==> src/rtl/csd_pkg.sv <==
// package for the console scan display: timing, widths, switch bundles
// assumes a single 125 MHz system clock
package csd_pkg;
    localparam int unsigned CLK_MHZ        = 125;
    localparam int unsigned STATE_TIME_NS  = 1000; // one counter state, about 1 us
    localparam int unsigned STATE_CYCLES   = (STATE_TIME_NS * CLK_MHZ) / 1000;
    localparam int unsigned HALF_CYCLES    = STATE_CYCLES / 2;
    localparam int unsigned CNT_W          = 8;
    localparam int unsigned NIB_W          = 4;
    localparam int unsigned DISP_W         = 16;
    localparam int unsigned DIV_W          = 16;
    localparam logic [CNT_W-1:0] CNT_RESET = 8'h00;
    localparam logic [NIB_W-1:0] NIB_MAX   = 4'hF;
    localparam logic [DISP_W-1:0] DISP_RESET = 16'h0000;

    // raw contact pairs of one switch: rest and active terminals, high when closed
    typedef struct packed {
        logic rest;
        logic active;
    } csd_contact_t;

    // the six control switches
    typedef struct packed {
        csd_contact_t set_pointer_key;
        csd_contact_t inspect_key;
        csd_contact_t continue_key;
        csd_contact_t store_key;
        csd_contact_t start_key;
        csd_contact_t halt_toggle;
    } csd_keys_t;

    // latched switch outputs, active low
    typedef struct packed {
        logic set_pointer_key_n;
        logic inspect_key_n;
        logic continue_key_n;
        logic store_key_n;
        logic start_key_n;
        logic halt_n;
    } csd_key_out_t;
endpackage

==> src/rtl/csd_console_scan_display.sv <==
// console scan display: scan counter, display shift register, switch latches
// assumes datapath selector outside returns the selected bit inverted, synchronous to sys_clk
// assumes switch contacts, power good and panel lock arrive as levels synchronous to sys_clk
// assumes STATE_CYCLES system clocks make one console clock period, about a microsecond
`timescale 1ns/10ps
`default_nettype none
module csd_console_scan_display #(
    parameter int unsigned STATE_CYCLES = csd_pkg::STATE_CYCLES
) (
    input  wire logic                        sys_clk,
    input  wire logic                        resetn,
    input  wire logic                        clk_en,
    input  wire logic                        power_good,
    input  wire logic                        panel_lock,
    input  wire logic                        serial_in,
    output logic      [csd_pkg::NIB_W-1:0]   scan_select,
    output logic                             shift_enable,
    output logic      [csd_pkg::DISP_W-1:0]  indicators,
    input  wire logic [csd_pkg::DISP_W-1:0]  entry_switch_up,
    output logic      [csd_pkg::DISP_W-1:0]  entry_data,
    input  wire csd_pkg::csd_keys_t          keys,
    output csd_pkg::csd_key_out_t            key_out
);
    import csd_pkg::*;

    localparam logic [DIV_W-1:0] DIV_LAST = DIV_W'(STATE_CYCLES - 1);
    localparam logic [DIV_W-1:0] DIV_HALF = DIV_W'(STATE_CYCLES / 2);
    // bit positions of the six latched switch outputs, halt in the lsb
    localparam int unsigned KEY_N        = $bits(csd_key_out_t);
    localparam int unsigned KEY_POINTER  = 5;
    localparam int unsigned KEY_INSPECT  = 4;
    localparam int unsigned KEY_CONTINUE = 3;
    localparam int unsigned KEY_STORE    = 2;
    localparam int unsigned KEY_START    = 1;
    localparam int unsigned KEY_HALT     = 0;

    logic [DIV_W-1:0]  div_reg;
    logic [CNT_W-1:0]  count_reg;
    logic [DISP_W-1:0] disp_reg;
    logic              lock_in;
    logic              tick_rise;
    logic              tick_fall;
    csd_key_out_t      key_reg;
    // counter sections and the carry between them
    logic [NIB_W-1:0]  low_reg;
    logic [NIB_W-1:0]  high_reg;
    logic [NIB_W:0]    low_step;
    logic [NIB_W:0]    high_step;
    logic              low_carry;
    // switch latch inputs, low active, and the latch flip-flops
    logic [KEY_N-1:0]  set_low;
    logic [KEY_N-1:0]  reset_low;
    logic              set_pointer_n_reg;
    logic              inspect_n_reg;
    logic              continue_n_reg;
    logic              store_n_reg;
    logic              start_n_reg;
    logic              halt_n_reg;

    // set/reset latch step: rest closed sets (high), active closed resets (low)
    function automatic logic latch_step(input logic q, input logic s_low, input logic r_low);
        logic n;
        n = q;
        if (!s_low && r_low) begin
            n = 1'b1;
        end else if (s_low && !r_low) begin
            n = 1'b0;
        end
        return n;
    endfunction

    // console clock: divider runs only with power good, restarts from zero on power up
    // a dropped power good stops it at once, so neither counter nor display can move
    // until power is back; one divider period stands for one console clock period
    always_ff @(posedge sys_clk or negedge resetn) begin
        if (!resetn) begin
            div_reg <= '0;
        end else if (clk_en) begin
            if (!power_good) begin
                div_reg <= '0;
            end else if (div_reg == DIV_LAST) begin
                div_reg <= '0;
            end else begin
                div_reg <= div_reg + 1'b1;
            end
        end
    end

    // rising and falling edges of the console clock
    assign tick_rise = power_good && (div_reg == DIV_LAST);
    assign tick_fall = power_good && (div_reg == DIV_HALF);

    // nibble increment with carry out: {carry, next value}
    // used for both counter sections, so both wrap the same way
    function automatic logic [NIB_W:0] nib_step(input logic [NIB_W-1:0] v, input logic up);
        logic [NIB_W:0] r;
        r = {1'b0, v};
        if (up) begin
            r = {1'b0, v} + {{NIB_W{1'b0}}, 1'b1};
        end
        return r;
    endfunction

    // low section steps on every console clock rise, high section on its carry
    always_comb begin
        low_step  = nib_step(low_reg, tick_rise);
        low_carry = tick_rise && low_step[NIB_W];
        high_step = nib_step(high_reg, low_carry);
    end

    // low section of the scan counter; no load or clear path reaches it
    always_ff @(posedge sys_clk or negedge resetn) begin
        if (!resetn) begin
            low_reg <= CNT_RESET[NIB_W-1:0];
        end else if (clk_en && tick_rise) begin
            low_reg <= low_step[NIB_W-1:0];
        end
    end

    // high section of the scan counter; wraps from all ones to zero with the low one
    always_ff @(posedge sys_clk or negedge resetn) begin
        if (!resetn) begin
            high_reg <= CNT_RESET[CNT_W-1:NIB_W];
        end else if (clk_en && low_carry) begin
            high_reg <= high_step[NIB_W-1:0];
        end
    end

    // the whole counter as one word for the decoders below
    assign count_reg = {high_reg, low_reg};

    // selector lines: inverted low section, so state 0 picks the top datapath bit first
    always_comb begin
        scan_select = ~count_reg[NIB_W-1:0];
    end

    // shift control: high only while the high section is all zero, the scan phase
    always_comb begin
        shift_enable = (count_reg[CNT_W-1:NIB_W] == '0);
    end

    // display register shifts right on the falling edge during scan
    // the half period after the rise gives the serial bit time to settle
    always_ff @(posedge sys_clk or negedge resetn) begin
        if (!resetn) begin
            disp_reg <= DISP_RESET;
        end else if (clk_en && tick_fall && shift_enable) begin
            disp_reg <= {serial_in, disp_reg[DISP_W-1:1]};
        end
    end

    // indicators straight from the display flip-flops
    assign indicators = disp_reg;

    // entry switches, down gives low
    // one register stage, so a switch change shows on entry_data one clock later
    always_ff @(posedge sys_clk or negedge resetn) begin
        if (!resetn) begin
            entry_data <= '0;
        end else if (clk_en) begin
            entry_data <= entry_switch_up;
        end
    end

    // lockout level: high only with power good and panel lock both high
    // panel lock is meant to go on while a program runs with every latch set
    assign lock_in = power_good && panel_lock;

    // one contact into a latch input: lockout forces it high, a closed contact pulls low
    function automatic logic gate_in(input logic lock, input logic contact);
        logic g;
        g = lock || !contact;
        return g;
    endfunction

    // latch inputs, low active; with lockout both inputs of a latch sit high and it holds
    always_comb begin
        set_low[KEY_POINTER]    = gate_in(lock_in, keys.set_pointer_key.rest);
        reset_low[KEY_POINTER]  = gate_in(lock_in, keys.set_pointer_key.active);
        set_low[KEY_INSPECT]    = gate_in(lock_in, keys.inspect_key.rest);
        reset_low[KEY_INSPECT]  = gate_in(lock_in, keys.inspect_key.active);
        set_low[KEY_CONTINUE]   = gate_in(lock_in, keys.continue_key.rest);
        reset_low[KEY_CONTINUE] = gate_in(lock_in, keys.continue_key.active);
        set_low[KEY_STORE]      = gate_in(lock_in, keys.store_key.rest);
        reset_low[KEY_STORE]    = gate_in(lock_in, keys.store_key.active);
        set_low[KEY_START]      = gate_in(lock_in, keys.start_key.rest);
        reset_low[KEY_START]    = gate_in(lock_in, keys.start_key.active);
        set_low[KEY_HALT]       = gate_in(lock_in, keys.halt_toggle.rest);
        // a power dip frees the panel but must never take the halt position
        reset_low[KEY_HALT]     = gate_in(lock_in || !power_good, keys.halt_toggle.active);
    end

    // set-pointer key latch; bounce opens both contacts and the latch holds
    // output low while the key is operated
    always_ff @(posedge sys_clk or negedge resetn) begin
        if (!resetn) begin
            set_pointer_n_reg <= 1'b1;
        end else if (clk_en) begin
            set_pointer_n_reg <= latch_step(set_pointer_n_reg,
                set_low[KEY_POINTER],
                reset_low[KEY_POINTER]);
        end
    end

    // inspect key latch
    always_ff @(posedge sys_clk or negedge resetn) begin
        if (!resetn) begin
            inspect_n_reg <= 1'b1;
        end else if (clk_en) begin
            inspect_n_reg <= latch_step(inspect_n_reg,
                set_low[KEY_INSPECT],
                reset_low[KEY_INSPECT]);
        end
    end

    // continue key latch
    always_ff @(posedge sys_clk or negedge resetn) begin
        if (!resetn) begin
            continue_n_reg <= 1'b1;
        end else if (clk_en) begin
            continue_n_reg <= latch_step(continue_n_reg,
                set_low[KEY_CONTINUE],
                reset_low[KEY_CONTINUE]);
        end
    end

    // store key latch; its active contact is the lifted one, wired the same way
    always_ff @(posedge sys_clk or negedge resetn) begin
        if (!resetn) begin
            store_n_reg <= 1'b1;
        end else if (clk_en) begin
            store_n_reg <= latch_step(store_n_reg,
                set_low[KEY_STORE],
                reset_low[KEY_STORE]);
        end
    end

    // start key latch
    always_ff @(posedge sys_clk or negedge resetn) begin
        if (!resetn) begin
            start_n_reg <= 1'b1;
        end else if (clk_en) begin
            start_n_reg <= latch_step(start_n_reg,
                set_low[KEY_START],
                reset_low[KEY_START]);
        end
    end

    // halt toggle latch: low in the halt position, held through a power dip
    // so a toggle left down under panel lock cannot stop a running program
    always_ff @(posedge sys_clk or negedge resetn) begin
        if (!resetn) begin
            halt_n_reg <= 1'b1;
        end else if (clk_en) begin
            halt_n_reg <= latch_step(halt_n_reg,
                set_low[KEY_HALT],
                reset_low[KEY_HALT]);
        end
    end

    // latched switch outputs gathered in the order of the output bundle
    // halt lands in the lsb
    always_comb begin
        key_reg.set_pointer_key_n = set_pointer_n_reg;
        key_reg.inspect_key_n     = inspect_n_reg;
        key_reg.continue_key_n    = continue_n_reg;
        key_reg.store_key_n       = store_n_reg;
        key_reg.start_key_n       = start_n_reg;
        key_reg.halt_n            = halt_n_reg;
    end

    // outputs straight from the latch flip-flops
    assign key_out = key_reg;
endmodule
`default_nettype wire

==> config.mk <==
export PLATFORM = sky130hd
export DESIGN_NAME = csd_console_scan_display
export DESIGN_NICKNAME = d
export VERILOG_FILES = /design/src/rtl/csd_pkg.sv /design/src/rtl/csd_console_scan_display.sv
export SDC_FILE = /design/constraint.sdc
export NUM_CORES = 1
export LEC_CHECK = 0
export ABC_AREA = 1
export CORE_ASPECT_RATIO = 1.2
export CORE_MARGIN = 2
export CORE_UTILIZATION = 35
export DETAILED_ROUTE_END_ITERATION = 8
export DONT_BUFFER_PORTS = 1
export GPL_ROUTABILITY_DRIVEN = 0
export GPL_TIMING_DRIVEN = 1
export MAX_ROUTING_LAYER = met4
export PLACE_DENSITY = 0.58
export SETUP_SLACK_MARGIN = 0.2
export SYNTH_ARGS = -nofsm -noshare
export SYNTH_HDL_FRONTEND = slang
export SYNTH_SLANG_ARGS = --single-unit
==> constraint.sdc <==
create_clock -name sys_clk -period 2 [get_ports sys_clk]
set_input_delay 0 -clock sys_clk [delete_from_list [all_inputs] [get_ports sys_clk]]
set_output_delay 0 -clock sys_clk [all_outputs]
set_load 0.01 [all_outputs]
==> flow_metrics.tcl, run 1 <==
set metrics [dict create \
    synth_xor_area_share_pct 3.61 \
    power.leakage_nw 1.89 \
    yosys_warnings 0 \
    synthCells 386 \
    power_switching_w 0.000730 \
    p_sw_share_pct 25.2 \
    num_antenna_cells 0 \
    cts_setup_buffers 0 \
    synthAdderAreaFrac_pct 4.76 \
    synthSimpleGateAreaFrac_pct 31.6 \
    share_comb_of_total_power_pct 8.6 \
    cts_root_buffer "clkbuf_8" \
    synth_top_area_share_pct 44.4 \
    core_um2 8660 \
    fin_area_um2 3880 \
    r2r_cells 9 \
    cts_max_level 3 \
    synthArstFlopShare_pct 100 \
    p_clk_share_pct 42.7 \
    min_path_type "primary input to flip-flop" \
    endpoint_kind "flip-flop" \
    cts_tree "built" \
    max_stage_delay_ps 900 \
    crit_slowest_cell "dlygate4sd3_1" \
    die_h_um 108 \
    synth_area_leaders "dfrtp_1, nand2_1, nor2_1, dfstp_2, ha_1" \
    peakVddDrop_uv 438 \
    finalNetCount 471 \
    ys_top_cells_by_count "nand2_1, dfrtp_1, nor2_1" \
    synth.most_common_cell "nand2_1" \
    slew_headroom_pct 61.5 \
    critical_path_required_ps 2280 \
    r2r_setup_slack_ps 390 \
    syn_nets 432 \
    synth_seq_cells 62 \
    powerDensity_nw_per_um2 745 \
    setup_viol 0 \
    skew_ps 9.97 \
    clkTransAtPathRegs_ps 70 \
    yosysTopAreaCell "dfrtp_1" \
    cp_max_fo 18 \
    drtIter0Drc 74 \
    synth_mux_area_share_pct 2.14 \
    period_share_pct 80.9 \
    grt_setup_unrepaired "true" \
    arrival_ps 1900 \
    numCtsBuffers 9 \
    drc 0 \
    drive_gt1_share_pct 9.77 \
    grt_overflow 0 \
    setup-tns-final_ps 0 \
    vias 2564 \
    p_seq_share_pct 48.7 \
    firstDrtPassIters 4 \
    wl_per_cell_um 13.1 \
    synth-main-ff-cell "dfrtp_1" \
    seq_area_frac_synth_pct 49.4 \
    place_area_um2 3230 \
    synth_edf_count 0 \
    placed_cells 490 \
    io_pins 77 \
    num_rows 37 \
    netlist_area_um2 3160 \
    vias_per_cell 4.69 \
    path_cells "dlygate4sd3_1 -> nand2_2 -> inv_2 -> nand4_2 -> nor3_4 -> buf_4 -> nand3_1 -> nand2_1" \
    startpoint "clk_en" \
    synth.avg_cell_area_um2 8.17 \
    io_buffers 0 \
    setup_ws_ps 381 \
    place_ws_ps 372 \
    die_x_um 90.7 \
    min_period_ps 1620 \
    fmax_mhz 618 \
    die-area_um2 9790 \
    grt_max_degree 63 \
    worst_pin_slew_ps 576 \
    initial_utilization_pct 36.5 \
    worstReg2RegStart "div_reg[0]$_DFFE_PN0P_" \
    hpwl_um 4470 \
    yosysUniqueCellTypes 24 \
    start_kind "primary input" \
    ctsLongestPathBuffers 2 \
    grt_pass1_wl_um 12500 \
    area_growth_syn_to_layout_pct 23.1 \
    synth_compound_area_share_pct 0.833 \
    synth_top_family_by_area "simple AND/OR/NAND/NOR gates" \
    gr-usage-all-layers_pct 16.4 \
    drtAntennaViolNets 0 \
    final_cells 547 \
    p_int_w 0.00216 \
    critPathKind "primary input to flip-flop" \
    maxCapViolCount 0 \
    clock_sinks 62 \
    r2r-end "div_reg[10]$_DFFE_PN0P_" \
    hold_end "inspect_n_reg$_DFFE_PN1P_" \
    min-delay-start "keys[8]" \
    postLayoutCoreUtil_pct 44.9 \
    routed_wl_um 7170 \
    slew_viol_final 0 \
    worstSkewPairLatency_ps 350 \
    hold_viol 0 \
    outcome "finished, final reports clean" \
    grt_pass1_vias 2671 \
    holdPathStages 3 \
    antenna_found_initial 0 \
]
## worst max-delay path by stage
stage	endpoint	slack [ps]
4_1_cts	div_reg[12]$_DFFE_PN0P_	290
6_report	indicators[15]$_DFFE_PN0P_	380
3_3_place_gp	indicators[5]$_DFFE_PN0P_	440
5_1_grt	div_reg[12]$_DFFE_PN0P_	190
3_5_place_dp	div_reg[12]$_DFFE_PN0P_	370
2_1_floorplan	indicators[10]$_DFFE_PN0P_	490
## cell usage in the layout, fill, tap and decap left out, drive strengths merged
cell	instances
nand2	135
dfrtp	56
nor2	53
dlygate4sd3	40
inv	38
nand3	27
nand4	14
ha	12
xor2	11
clkbuf	9
mux2	6
dfstp	6
nor3	5
o21ai	4
buf	4
clkinv	3
xnor2	2
bufinv	2
clkinvlp	2
o22ai	1
## worst max-delay path, delay by kind of cell
kind | cells | cell delay [ps]
simple gates | 5 | 620
buf+inv | 3 | 1260
## power groups by stage
stage	sequential [W]	clock, W	combinational (W)
final	0.00141	0.00123	0.000249
after floorplan	0.00140	0	0.000177
after detailed placement	0.00143	0	0.000151
after global placement	0.00143	0	0.000141
after CTS	0.00141	0.00127	0.000250
after global routing	0.00142	0.00134	0.000287
## kinds of logic after synthesis
logic type,after synthesis
and+or+nand+nor,234
xor gates and xnor gates,13
AOI/OAI and AO/OA,5
muxes,6
buffers and inverters,54
adders and majority gates,12
DFF,62
## stage by stage
step / hold slack (ps) / power [W]
CTS: 4.13 / 0.00293
global placement: -291 / 0.00157
global route: 18.5 / 0.00305
detailed placement: -292 / 0.00158
floorplan: -296 / 0.00158
finish: 15.0 / 0.00289
## final cells by class
cell class                      instances  area (µm²)
Clock buffer                            9         124
Clock inverter                          7        97.6
Fill cell                             830        4770
Inverter                               38         148
Multi-Input combinational cell        270        1360
Sequential cell                        62        1560
Tap cell                              117         146
Timing Repair Buffer                   44         450
## timing repair
| item | in CTS | in global routing |
|---|---|---|
| hold buffers | 41 | 0 |
| endpoints found under the hold margin | 104 | 0 |
| gates resized for setup | 0 | 3 |
| setup endpoints to repair | 0 | 14 |
## routing by layer
layer  track usage (%)  routed length, µm  vias to the layer above
met4              4.62                 87                        0
met5                 -                  0                        -
li1                  -                  -                     1273
met1              19.0               3180                     1204
met2              27.2               3420                       79
met3              5.57                479                        8
Note: power is estimated with default switching activity, not from simulation.
==> run 2, diff against run 1 <==
- PLACE_DENSITY: 0.58 -> 0.6
- clock period: 2 -> 1.31 ns (I/O delays scaled with it)
==> run 2 against run 1 <==
  * Clock power up 39%
  * The flow now finishes with violations (negative hold slack, negative setup slack)
  * Register-to-register slack lost 530 ps
  * Final cell count rose by 9.0%
  * Total power rose by 49%
==> flow_metrics.tcl, run 2 (same netlist as run 1, synthesis figures left out) <==
set metrics [dict create \
    outcome "finished, violations left" \
    violations "negative hold slack, negative setup slack" \
    slew_viol_final 0 \
    worst_pin_slew_ps 321 \
    cp_top_family "simple AND/OR/NAND/NOR gates" \
    slew_headroom_pct 78.6 \
    cp_max_fo 6 \
    power.leakage_nw 2.18 \
    skew_ps 14.5 \
    final_cells 596 \
    grt_setup_unrepaired "true" \
    hpwl_um 4730 \
    grt_overflow 0 \
    finalNetCount 520 \
    ctsLongestPathBuffers 2 \
    cts_hold_buf 42 \
    wl_per_cell_um 13.5 \
    core_um2 8660 \
    mostFrequentLayoutCells "nand2_1, dfrtp_1, dlygate4sd3_1, buf_4, nor2_1" \
    powerDensity_nw_per_um2 926 \
    area_growth_syn_to_layout_pct 47.4 \
    arrival_ps 1680 \
    multi_input_area_um2 1730 \
    start_kind "flip-flop" \
    vias 2805 \
    startpoint "div_reg[1]$_DFFE_PN0P_" \
    dr_wl_met3_um 425 \
    routed_wl_um 8070 \
    firstDrtPassIters 4 \
    die-area_um2 9790 \
    max_stage_delay_ps 420 \
    path_cells "inv_2 -> ha_4 -> nand3_4 -> nor2_4 -> nand2_4 -> nand2_4 -> nand2_8 -> clkinvlp_4 -> nor2_1" \
    gr-usage-all-layers_pct 18.0 \
    setup_ws_ps -137 \
    endpoint_kind "flip-flop" \
    initial_utilization_pct 36.5 \
    grt_max_degree 63 \
    clock_sinks 62 \
    cts_max_level 3 \
    r2r_setup_slack_ps -140 \
    cp.buffers_inverters 2 \
    cts_root_buffer "clkbuf_8" \
    worst_path_most_repeated_cell "nand2_4" \
    n_fill_cell 742 \
    r2r_cells 9 \
    placed_cells 525 \
    grt_pass1_wl_um 13600 \
    r2r-end "div_reg[3]$_DFFE_PN0P_" \
    vias_per_cell 4.71 \
    worstSkewPairLatency_ps 350 \
    worstReg2RegStart "div_reg[1]$_DFFE_PN0P_" \
    antenna_found_initial 0 \
    cts_tree "built" \
    num_antenna_cells 0 \
    critical_path_required_ps 1550 \
    setup_viol 40 \
    hold_viol 79 \
    crit_slowest_cell "dfrtp_1" \
    clkTransAtPathRegs_ps 80 \
    grt_pass1_vias 2976 \
    fmax_mhz 691 \
    drtIter0Drc 86 \
    maxCapViolCount 0 \
    num_rows 37 \
    die_x_um 90.7 \
    numCtsBuffers 9 \
    min_period_ps 1450 \
    min_path_type "primary input to async pin" \
    holdWs_ps -660 \
    drtAntennaViolNets 0 \
    wl_met2_um 4060 \
    drive_gt1_share_pct 31.3 \
    wl_met1_um 3440 \
    period_share_pct 110 \
    io_pins 77 \
    final_common_cell "nand2_1" \
    dr.max_layer_used "met4" \
    drc 0 \
    io_buffers 0 \
    peakVddDrop_uv 506 \
    regArea_um2 1560 \
    place_ws_ps -181 \
    critPathKind "flip-flop to flip-flop" \
    die_h_um 108 \
]
-- run 2: timing repair --
item | CTS | global route
endpoints found under the hold margin | 108 | 79
buffers inserted | 4 | 5
gates resized for setup | 48 | 43
pin swaps | 17 | 23
endpoints found under the setup margin | 41 | 43
cloned | 4 | 0
-- run 2: area by class of cell --
class | count | share of cell area [%]
clock buffers | 9 | 2.66
clock inverters | 7 | 1.59
inverters | 38 | 3.28
multi-input cells | 272 | 37.2
flip-flops and latches | 62 | 33.5
well taps | 117 | 3.15
repair buffers | 90 | 18.4
repair inverters | 1 | 0.161
-- run 2: report_power, final --
group	leakage, nW	total, W	internal, W	switching, W
combinational	1.27	0.000450	0.000248	0.000202
sequential	0.806	0.00215	0.00204	0.000109
clock	0.0996	0.00171	0.000884	0.000827
-- run 2: worst max-delay path by stage --
stage / to / slack (ps) / cells past startpoint
floorplan: indicators[10]$_DFFE_PN0P_ / -170 / 8
global placement: div_reg[14]$_DFFE_PN0P_ / -160 / 9
detailed placement: div_reg[9]$_DFFE_PN0P_ / -180 / 9
CTS: div_reg[3]$_DFFE_PN0P_ / -120 / 9
global route: high_reg[1]$_DFFE_PN0P_ / -230 / 9
finish: div_reg[3]$_DFFE_PN0P_ / -140 / 9
-- run 2: metrics by stage --
step	TNS [ps]	util (%)	cell area (µm²)	power (W)
2_1_floorplan	-3300	-	3190	0.00242
6_report	-3450	53.7	4650	0.00431
3_5_place_dp	-5570	40.8	3540	0.00245
3_3_place_gp	-4980	40.8	3540	0.00244
5_1_grt	-7050	53.7	4650	0.00451
4_1_cts	-3390	51.1	4420	0.00432
-- run 2: per-layer routing --
metal	track usage (%)	vias up
li1	-	1383
met1	20.5	1333
met2	30.8	77
met3	4.46	12
met4	6.92	0
met5	-	-
